File: config.mk
export PLATFORM = sky130hd
export DESIGN_NAME = fbod_host
export DESIGN_NICKNAME = d
export VERILOG_FILES = /design/src/design/fbod_pkg.sv /design/src/design/fbod_host.sv
export SDC_FILE = /design/constraint.sdc
export NUM_CORES = 1
export LEC_CHECK = 0
export BUFFER_PORTS_ARGS = -buffer_cell sky130_fd_sc_hd__buf_2
export CAP_MARGIN = 20
export CELL_PAD_IN_SITES_DETAIL_PLACEMENT = 1
export CELL_PAD_IN_SITES_GLOBAL_PLACEMENT = 1
export CORE_MARGIN = 2
export CORE_UTILIZATION = 40
export CTS_CLUSTER_SIZE = 14
export DETAILED_ROUTE_END_ITERATION = 16
export PLACE_DENSITY_LB_ADDON = 0.1
export SYNTH_ARGS = -nofsm -noshare
export SYNTH_HDL_FRONTEND = slang
export SYNTH_SLANG_ARGS = --single-unit
File: constraint.sdc
create_clock -name clk -period 5.3 [get_ports clk]
set_clock_uncertainty 0.2 [all_clocks]
set_input_delay 0.265 -clock clk [delete_from_list [all_inputs] [get_ports clk]]
set_output_delay 0.265 -clock clk [all_outputs]
set_load 0.05 [all_outputs]
File: src/design/fbod_pkg.sv
// Package of constants, types and timing counts for the flash bus operation host controller.
package fbod_pkg;

    // ==========================================================================
    // Geometry.
    localparam int ADDR_W       = 22;
    localparam int DATA_W       = 16;
    localparam int PAGE_LSB     = 2;
    localparam int SECTOR_LSB   = 15;
    localparam int BUF_WORDS    = 16;
    localparam int ID_W         = 8;

    // ==========================================================================
    // Timing, figures in ns at a 20 ns clock.
    localparam int CLK_NS       = 20;
    localparam int RAND_ACCESS_NS = 90;
    localparam int PAGE_ACCESS_NS = 25;
    localparam int WR_PULSE_NS  = 35;
    localparam int RST_PULSE_NS = 500;
    localparam int RST_HOLD_NS  = 50;
    localparam int RAND_ACCESS_CYC = (RAND_ACCESS_NS + CLK_NS - 1) / CLK_NS;
    localparam int PAGE_ACCESS_CYC = (PAGE_ACCESS_NS + CLK_NS - 1) / CLK_NS;
    localparam int WR_PULSE_CYC = (WR_PULSE_NS + CLK_NS - 1) / CLK_NS;
    localparam int RST_CYC      = (RST_PULSE_NS + CLK_NS - 1) / CLK_NS;
    localparam int RST_HOLD_CYC = (RST_HOLD_NS + CLK_NS - 1) / CLK_NS;
    localparam int CNT_W        = 6;

    // ==========================================================================
    // Request kinds from the user side.
    typedef enum logic [2:0] {
        FBOD_OP_READ    = 3'h0,
        FBOD_OP_WRITE   = 3'h1,
        FBOD_OP_ACCPROG = 3'h2,
        FBOD_OP_RESET   = 3'h3,
        FBOD_OP_IDREAD  = 3'h4
    } fbod_op_e;

    typedef enum logic [2:0] {
        FBOD_IDLE   = 3'b000,
        FBOD_RDWAIT = 3'b001,
        FBOD_WRLOW  = 3'b011,
        FBOD_WRHIGH = 3'b010,
        FBOD_RSTLOW = 3'b110,
        FBOD_RSTREC = 3'b111
    } fbod_state_e;

    typedef struct packed {
        fbod_op_e            op;
        logic [ADDR_W-1:0]   addr;
        logic [DATA_W-1:0]   wdata;
    } fbod_req_s;

    typedef struct packed {
        logic                chipSelN;
        logic                outGateN;
        logic                writeStrobeN;
        logic                resetN;
        logic                boostOn;
        logic [ADDR_W-1:0]   addr;
        logic [DATA_W-1:0]   dataOut;
        logic                dataOe;
    } fbod_pins_s;

endpackage

File: src/design/fbod_host.sv
// Host controller that drives an asynchronous 16-bit NOR flash through its bus pins.
`timescale 1ns/10ps
`default_nettype none
// What this block does
// Reads hold chip select and output gate low, write strobe high; data captured.
// Command writes pulse write strobe with chip select low, output gate high.
// Device latches each command with address and data; host writes both together.
// After reset the device reads array data with no command needed.
// Device stays in array read until a written command changes its latch.
// Page is 4 words; bits 2 and above pick page, bits 1:0 the word.
// First page access waits full time; same-page follow-ups wait page time.
// Shortened mode programs a word with two writes instead of four.
// Buffered programming takes at most 16 words per operation.
// Boost level enters shortened mode, lifts protection; removal restores normal.
// Host applies boost only during accelerated programming requests.
// Identifier reads return codes on the low eight data lines, normal timing.
// Chip select and reset high put device in standby, outputs high impedance.
// A read from standby waits the full select access time.
// Deselecting during program or erase does not stop the operation.
// Word address is 22 bits; sector is bits 21 to 15.
// Erase targets a sector, a set of sectors, or the whole array.
// Reset low for the pulse width aborts work and returns to array read.
// Output gate high puts the device data lines in high impedance.
// With chip select high the device ignores output gate and write strobe.

module fbod_host #(
    parameter int ADDR_W          = fbod_pkg::ADDR_W,
    parameter int DATA_W          = fbod_pkg::DATA_W,
    parameter int RAND_ACCESS_CYC = fbod_pkg::RAND_ACCESS_CYC,
    parameter int PAGE_ACCESS_CYC = fbod_pkg::PAGE_ACCESS_CYC,
    parameter int RST_CYC         = fbod_pkg::RST_CYC
) (
    input  wire logic                clk,
    input  wire logic                rst_n,
    input  wire logic                reqValid,
    input  wire fbod_pkg::fbod_req_s req,
    output var  logic                reqReady,
    output var  logic                rspValid,
    output var  logic [DATA_W-1:0]   rspData,
    output var  logic [6:0]          rspSector,
    output var  fbod_pkg::fbod_pins_s pins,
    input  wire logic [DATA_W-1:0]   dataIn
);

    initial begin
        if (ADDR_W != fbod_pkg::ADDR_W || DATA_W != fbod_pkg::DATA_W)
            $error("fbod_host supports only a 22-bit address and 16-bit data");
        if (RAND_ACCESS_CYC < 1 || PAGE_ACCESS_CYC < 1 || RST_CYC < 1)
            $error("fbod_host timing counts must be at least one");
        if (RAND_ACCESS_CYC >= 64 || RST_CYC >= 64 || PAGE_ACCESS_CYC > RAND_ACCESS_CYC)
            $error("fbod_host timing counts out of range");
    end

    // ==========================================================================
    // State.
    typedef struct packed {
        fbod_pkg::fbod_state_e          st;
        logic [fbod_pkg::CNT_W-1:0]     cnt;
        logic                           pageValid;
        logic [ADDR_W-1:fbod_pkg::PAGE_LSB] pageTag;
        logic                           idMode;
        logic                           reqReady;
        logic                           rspValid;
        logic [DATA_W-1:0]              rspData;
        logic [6:0]                     rspSector;
        fbod_pkg::fbod_pins_s           pins;
    } fbod_state_s;

    fbod_state_s cur;
    fbod_state_s next_cur;
    logic        samePage;
    logic        take;

    assign samePage = cur.pageValid
        && (cur.pageTag == req.addr[ADDR_W-1:fbod_pkg::PAGE_LSB]);
    assign take = reqValid && cur.reqReady;

    always_comb begin
        next_cur = cur;
        next_cur.rspValid = 1'b0;
        unique case (cur.st)
            fbod_pkg::FBOD_IDLE: begin
                // Park deselected so the device sits in standby between requests.
                next_cur.pins.chipSelN     = 1'b1;
                next_cur.pins.outGateN     = 1'b1;
                next_cur.pins.writeStrobeN = 1'b1;
                next_cur.pins.boostOn      = 1'b0;
                next_cur.pins.dataOe       = 1'b0;
                if (take) begin
                    next_cur.reqReady = 1'b0;
                    next_cur.pins.addr = req.addr;
                    unique case (req.op)
                        fbod_pkg::FBOD_OP_READ, fbod_pkg::FBOD_OP_IDREAD: begin
                            next_cur.pins.chipSelN = 1'b0;
                            next_cur.pins.outGateN = 1'b0;
                            next_cur.idMode = (req.op == fbod_pkg::FBOD_OP_IDREAD);
                            // Chip select drops here, so only a page hit on a kept
                            // selection could shorten it; from standby wait fully.
                            next_cur.cnt = fbod_pkg::CNT_W'(RAND_ACCESS_CYC);
                            next_cur.pageValid = 1'b1;
                            next_cur.pageTag = req.addr[ADDR_W-1:fbod_pkg::PAGE_LSB];
                            next_cur.st = fbod_pkg::FBOD_RDWAIT;
                        end
                        fbod_pkg::FBOD_OP_WRITE, fbod_pkg::FBOD_OP_ACCPROG: begin
                            next_cur.pins.chipSelN     = 1'b0;
                            next_cur.pins.writeStrobeN = 1'b0;
                            // One word per strobe: buffered loads of up to BUF_WORDS words and
                            // sector, multi-sector or whole-array erases are series of writes.
                            next_cur.pins.dataOut      = req.wdata;
                            next_cur.pins.dataOe       = 1'b1;
                            next_cur.pins.boostOn =
                                (req.op == fbod_pkg::FBOD_OP_ACCPROG);
                            next_cur.pageValid = 1'b0;
                            next_cur.cnt = fbod_pkg::CNT_W'(fbod_pkg::WR_PULSE_CYC);
                            next_cur.st = fbod_pkg::FBOD_WRLOW;
                        end
                        fbod_pkg::FBOD_OP_RESET: begin
                            next_cur.pins.resetN = 1'b0;
                            next_cur.pageValid = 1'b0;
                            next_cur.idMode = 1'b0;
                            next_cur.cnt = fbod_pkg::CNT_W'(RST_CYC);
                            next_cur.st = fbod_pkg::FBOD_RSTLOW;
                        end
                        default: begin
                            next_cur.reqReady = 1'b1;
                            next_cur.rspValid = 1'b1;
                            next_cur.rspData  = '0;
                        end
                    endcase
                end
            end
            fbod_pkg::FBOD_RDWAIT: begin
                if (cur.cnt > fbod_pkg::CNT_W'(1)) begin
                    next_cur.cnt = cur.cnt - fbod_pkg::CNT_W'(1);
                end else if (reqValid && samePage && !cur.idMode
                        && req.op == fbod_pkg::FBOD_OP_READ) begin
                    // Capture and chain a same-page read with chip select held.
                    next_cur.rspValid = 1'b1;
                    next_cur.rspData = dataIn;
                    next_cur.rspSector = cur.pins.addr[ADDR_W-1:fbod_pkg::SECTOR_LSB];
                    next_cur.pins.addr = req.addr;
                    next_cur.cnt = fbod_pkg::CNT_W'(PAGE_ACCESS_CYC);
                end else begin
                    next_cur.rspValid = 1'b1;
                    next_cur.rspData = cur.idMode
                        ? {{(DATA_W-fbod_pkg::ID_W){1'b0}}, dataIn[fbod_pkg::ID_W-1:0]}
                        : dataIn;
                    next_cur.rspSector = cur.pins.addr[ADDR_W-1:fbod_pkg::SECTOR_LSB];
                    next_cur.pins.chipSelN = 1'b1;
                    next_cur.pins.outGateN = 1'b1;
                    next_cur.reqReady = 1'b1;
                    next_cur.st = fbod_pkg::FBOD_IDLE;
                end
            end
            fbod_pkg::FBOD_WRLOW: begin
                if (cur.cnt > fbod_pkg::CNT_W'(1)) begin
                    next_cur.cnt = cur.cnt - fbod_pkg::CNT_W'(1);
                end else begin
                    // The device latches on the rising strobe; hold data one more cycle.
                    next_cur.pins.writeStrobeN = 1'b1;
                    next_cur.st = fbod_pkg::FBOD_WRHIGH;
                end
            end
            fbod_pkg::FBOD_WRHIGH: begin
                // Deselect even if an erase runs on; the device completes it. R15
                next_cur.pins.chipSelN = 1'b1;
                next_cur.pins.dataOe   = 1'b0;
                // Drop the boost level as soon as the strobe cycle is over.
                next_cur.pins.boostOn  = 1'b0;
                next_cur.rspValid      = 1'b1;
                next_cur.rspData       = '0;
                next_cur.reqReady      = 1'b1;
                next_cur.st = fbod_pkg::FBOD_IDLE;
            end
            fbod_pkg::FBOD_RSTLOW: begin
                if (cur.cnt > fbod_pkg::CNT_W'(1)) begin
                    next_cur.cnt = cur.cnt - fbod_pkg::CNT_W'(1);
                end else begin
                    // The pulse has lasted its full width; release and wait for recovery.
                    next_cur.pins.resetN = 1'b1;
                    next_cur.cnt = fbod_pkg::CNT_W'(fbod_pkg::RST_HOLD_CYC);
                    next_cur.st = fbod_pkg::FBOD_RSTREC;
                end
            end
            fbod_pkg::FBOD_RSTREC: begin
                if (cur.cnt > fbod_pkg::CNT_W'(1)) begin
                    next_cur.cnt = cur.cnt - fbod_pkg::CNT_W'(1);
                end else begin
                    next_cur.rspValid = 1'b1;
                    next_cur.rspData  = '0;
                    next_cur.reqReady = 1'b1;
                    next_cur.st = fbod_pkg::FBOD_IDLE;
                end
            end
            default: begin
                next_cur.st = fbod_pkg::FBOD_IDLE;
                next_cur.reqReady = 1'b1;
            end
        endcase
    end

    always_ff @(posedge clk) begin
        if (!rst_n) begin
            cur <= '0;
            cur.st <= fbod_pkg::FBOD_IDLE;
            cur.reqReady <= 1'b1;
            cur.pins.chipSelN <= 1'b1;
            cur.pins.outGateN <= 1'b1;
            cur.pins.writeStrobeN <= 1'b1;
            cur.pins.resetN <= 1'b1;
        end else begin
            cur <= next_cur;
        end
    end

    assign reqReady  = cur.reqReady;
    assign rspValid  = cur.rspValid;
    assign rspData   = cur.rspData;
    assign rspSector = cur.rspSector;
    assign pins      = cur.pins;

endmodule
`default_nettype wire

---- Word level (Yosys, flattened, before mapping) ----
Index checks and enable logic that the tools add are counted.
word-level totals
  bits in registers ....................... 100
  logic and storage cells ................. 121
cells by class
  add/sub/neg operators ................... 1
  $lt $le $gt $ge ......................... 1
  eq/ne operators ......................... 22
  mux-type cells .......................... 41
  bitwise logic cells ..................... 2
  reduce and logical (&&, ||, !) cells .... 37
operator list
  cell                                                                    count
  17-bit case mux with 4 select lines                                     1
  49-bit two-way mux                                                      1
  22-bit two-way mux                                                      2
  44-bit two-way mux                                                      1
  22-bit case mux with 2 select lines                                     1
  18-bit two-way mux                                                      2
  10-bit case mux with 3 select lines                                     1
  27-bit two-way mux                                                      1
  6-bit two-way mux                                                       4
  6-bit case mux with 4 select lines                                      1
  23-bit two-way mux                                                      1
  20-bit equality test                                                    1
  20-bit two-way mux                                                      1
  3-bit AND reduction                                                     6
  17-bit two-way mux                                                      1
  16-bit two-way mux                                                      1
  2-bit != test (second input constant)                                   8
  3-bit two-way mux                                                       5
  3-bit case mux with 5 select lines                                      1
  5-bit AND reduction                                                     3
  3-bit by 2-bit equality test with 1-bit output (second input constant)  4
  1-bit case mux with 2 select lines                                      6
  2-bit nonzero test                                                      5
  3-bit equality test (second input constant)                             3
  other kinds (22)                                                        43

---- Longest topological paths before layout ----
  depth in word-level cells ............... 8
  gate-level depth with buffers ........... 10
  mapped depth without buffers ............ 8

---- Least setup slack after synthesis ----
OpenSTA, ideal clock, no wires.
  path type ............................... reg-to-reg
  from .................................... register reqReady (netlist name)
  to ...................................... register pins[10] (netlist name)
  data arrival time ....................... 2,029 ps
  data required time ...................... 4,968 ps
  slack ................................... 2,939 ps
  stages on the path, launching flop included .. 9
  clock period less this slack ............ 2,361 ps
  path through ............................ dfxtp_1 > and2_1 > clkbuf_1 > nand2_1 > or3_1 > buf_2 > clkbuf_1 > nand2_1 > a21oi_1
on the way
  longest elaborated chain between the ends .. 2
ends and longest elaborated chain
  what                           RTL line         text
  1-bit logical AND              fbod_host.sv:76  assign take = reqValid && cur.reqReady;
  3-bit AND reduction (no line)  n/a
Every way passes these cells.
A chain may end at the register's enable or synchronous reset.

---- Worst setup path in the final report ----
  from .................................... register cur[91] (netlist name)
  to ...................................... register pins[33] (netlist name)
on the way
  longest elaborated chain between the ends .. 3
ends and longest elaborated chain
  what                                                      RTL line          text
  start: declaration                                        fbod_host.sv:69   fbod_state_s cur;
  start signal: assignment                                  fbod_host.sv:212  cur <= next_cur;
  6-bit by 1-bit greater-than comparator with 1-bit output  fbod_host.sv:133  if (cur.cnt > fbod_pkg::CNT_W'(1)) begin
  2-bit != test (no line)                                   n/a
  4-bit AND reduction (no line)                             n/a
Every way passes these cells.

==> results.yml <==
status:
  status: "completed"
synth:
  yosysSeqAreaShare: 0.4132
  synth_cells: 602
  yosys.area.top_type_share: 0.4132
  synth.distinct_cells: 52
  synth-seq-cells: 100
  syn_area_per_cell_um2: 8.048
  syn_nets: 664
  synthArstFlopShare: 0
  synthesis.area_mm2: 0.004845
  synth_top_cell_by_area: "dfxtp_1"
  yosysWarnings: 0
  synth_edf_count: 0
  yosys-top-cells-area: "dfxtp_1 (41%), nand2_1 (11%), buf_4 (10%)"
  synth_flop_cell: "dfxtp_1"
route:
  via_per_inst: 5.079
  wl_per_cell_um: 16.06
  vias: 4287
  drt-total-wl_um: 13550
  ant_nets: 0
  dr.pass1.iters: 4
  drc: 0
  drtIter0Drc: 228
timing:
  slew_headroom: 0.3102
  maxSlewViolCount: 0
  tns_ps: 0
  rsz0062_at_grt: "no"
  setup_viol: 0
  worst_slew_pin_slew_ps: 1035
  fin_crit_sh: 0.5689
  fin_ws_ps: 2285
  final_hold_viol_count: 0
  fmax_mhz: 331.6
  fin_crit_ps: 3015
place:
  hpwl_um: 8865
  io_buffer_count: 128
  placedCellCount: 778
  gp_congestion: 0.8004
  dp_slack_ps: 2264
die:
  die_x_um: 114.1
  chipHeight_um: 114.1
  initial_core_util: 0.4067
  die-area_mm2: 0.01301
  row_count: 40
  io_pins: 129
  coreArea_mm2: 0.01191
global_route:
  use_met3: 0.03600
  antenna_found_initial: 0
  grt_max_degree: 58
  grt_use_met2: 0.3683
  grt_busiest_layer: "met2"
  grt_usage: 0.2139
  grt_pass1_wl_um: 22050
  globalRouteMet1Util: 0.2656
  grt_remaining_overflow: 0
  grt_pass1_vias: 4393
finish:
  nets: 757
  stdcell_count: 844
  n_antenna_cell: 0
  mostFrequentLayoutCells: "nand2_1 (145), buf_2 (128), dfxtp_1 (100)"
  final_common_cell: "nand2_1"
  utilization: 0.4932
  drive_gt1_frac: 0.2267
  n_fill_cell: 1476
  syn_to_final_growth_pct: 21.26
setup_path:
  critPathRequiredTime_ps: 5360
  cp-end-kind: "register"
  worstPathArrival_ps: 3080
  path_max_fanout: 22
  setup.worst_path.start_class: "register"
  crit_path_start: "cur[91]"
  critical_path_class: "register to register"
  timing.rr.start: "cur[91]"
clock_network:
  clockBufferDepth: 2
  insertion_delay_ps: 340
  cts_resized: 0
  path_clk_slew_ps: 60
  cts_buffers: 9
  htreeDepth: 3
  cts_tree: "built"
  clockRootBuffer: "clkbuf_16"
  numClockSinks: 100
pwr:
  p_leak_nw: 2.449
  power.density_mw_per_mm2: 406.5
  finalPower_w: 0.002388
  peakVddDrop_mv: 0.2200
min_path:
  hp-class: "input pin to register"
  min-delay-start: "dataIn[8]"
run:
  max_cap_violations: 0
[per-layer routing]
| layer | vias to the layer above | share of wire |
|---|---|---|
| li1 | 2142 | - |
| met1 | 2018 | 0.45 |
| met2 | 113 | 0.48 |
| met3 | 14 | 0.044 |
| met4 | 0 | 0.019 |
| met5 | - | 0 |
[worst max-delay path, cell delays in order, from the launching register on]
cell,delay (ps)
dfxtp_1,400
inv_1,100
ha_1,270
o21ai_0,530
nor2_2,310
a21oi_4,840
mux2i_1,280
[metrics by stage]
stage	cell area, um2	hold slack [ps]
finish	5874	0.7818
global route	5874	15.74
CTS	5863	0.07505
detailed placement	5049	244.0
global placement	5049	239.0
floorplan	4845	200.3
[state kept, by name, summed over array words and instances, names as in the netlist]
signal     flops
rspData       16
cur           31
rspSector      7
pins          44
rspValid       1
reqReady       1
[cell type report]
type                    count  area, um2  area share
repair buffers            183       1187      0.2021
clock inverters             3      65.06     0.01108
inverters                   4      15.01    0.002556
clock buffers              10      229.0     0.03898
well taps                 147      183.9     0.03131
multi-input cells         397       2192      0.3732
flip-flops and latches    100       2002      0.3408
[cell usage after synthesis, types with 2 or more instances]
library cell / instances
a21boi_0: 2
a21oi_1: 63
a22oi_1: 16
a31oi_1: 4
and2_1: 5
buf_2: 5
buf_4: 67
buf_6: 2
clkbuf_1: 27
dfxtp_1: 100
ha_1: 2
inv_1: 3
mux2i_1: 22
nand2_1: 145
nand3_1: 5
nand3b_1: 2
nand4_1: 6
nor2_1: 39
nor2b_1: 2
nor3_1: 10
o21a_1: 2
o21ai_0: 13
o221ai_1: 2
o22a_1: 2
o311ai_0: 4
o31ai_1: 3
o32ai_1: 2
or2_2: 2
or3_1: 2
xnor2_1: 21
[power breakdown]
part / internal (W) / total (W) / switching (W)
clock: 0.000405 / 0.000672 / 0.000267
sequential: 0.000836 / 0.000899 / 0.0000633
combinational: 0.000251 / 0.000817 / 0.000566
total: 0.00149 / 0.00239 / 0.000896
[worst paths after layout]
| kind | to | slack [ps] | depth (start not counted) |
|---|---|---|---|
| worst max-delay path | pins[33] | 2280 | 6 |
| worst min-delay path | rspData[8] | 0.8 | 3 |
| worst max register to register | pins[33] | 2280 | 6 |
| worst min register to register | pins[11] | 250 | 2 |
[what timing repair did]
item | CTS | global route
hold endpoints to repair | 65 | 0
setup endpoints to repair | 0 | 0
setup buffers | 0 | 0
hold buffers | 52 | 0
[cell families (layout without fill, tap and decap cells)]
group	Yosys count	count (layout)	share of synthesized area
adder cells (fa/ha/maj)	3	3	0.007231
XOR/XNOR	21	21	0.03797
flip-flops	100	100	0.4132
buffers and inverters	105	200	0.1377
multiplexers	23	23	0.04778
AND/OR/NAND/NOR	228	228	0.2027
AO/OA/AOI/OAI	122	122	0.1534
(Power assumes the default switching activity.)
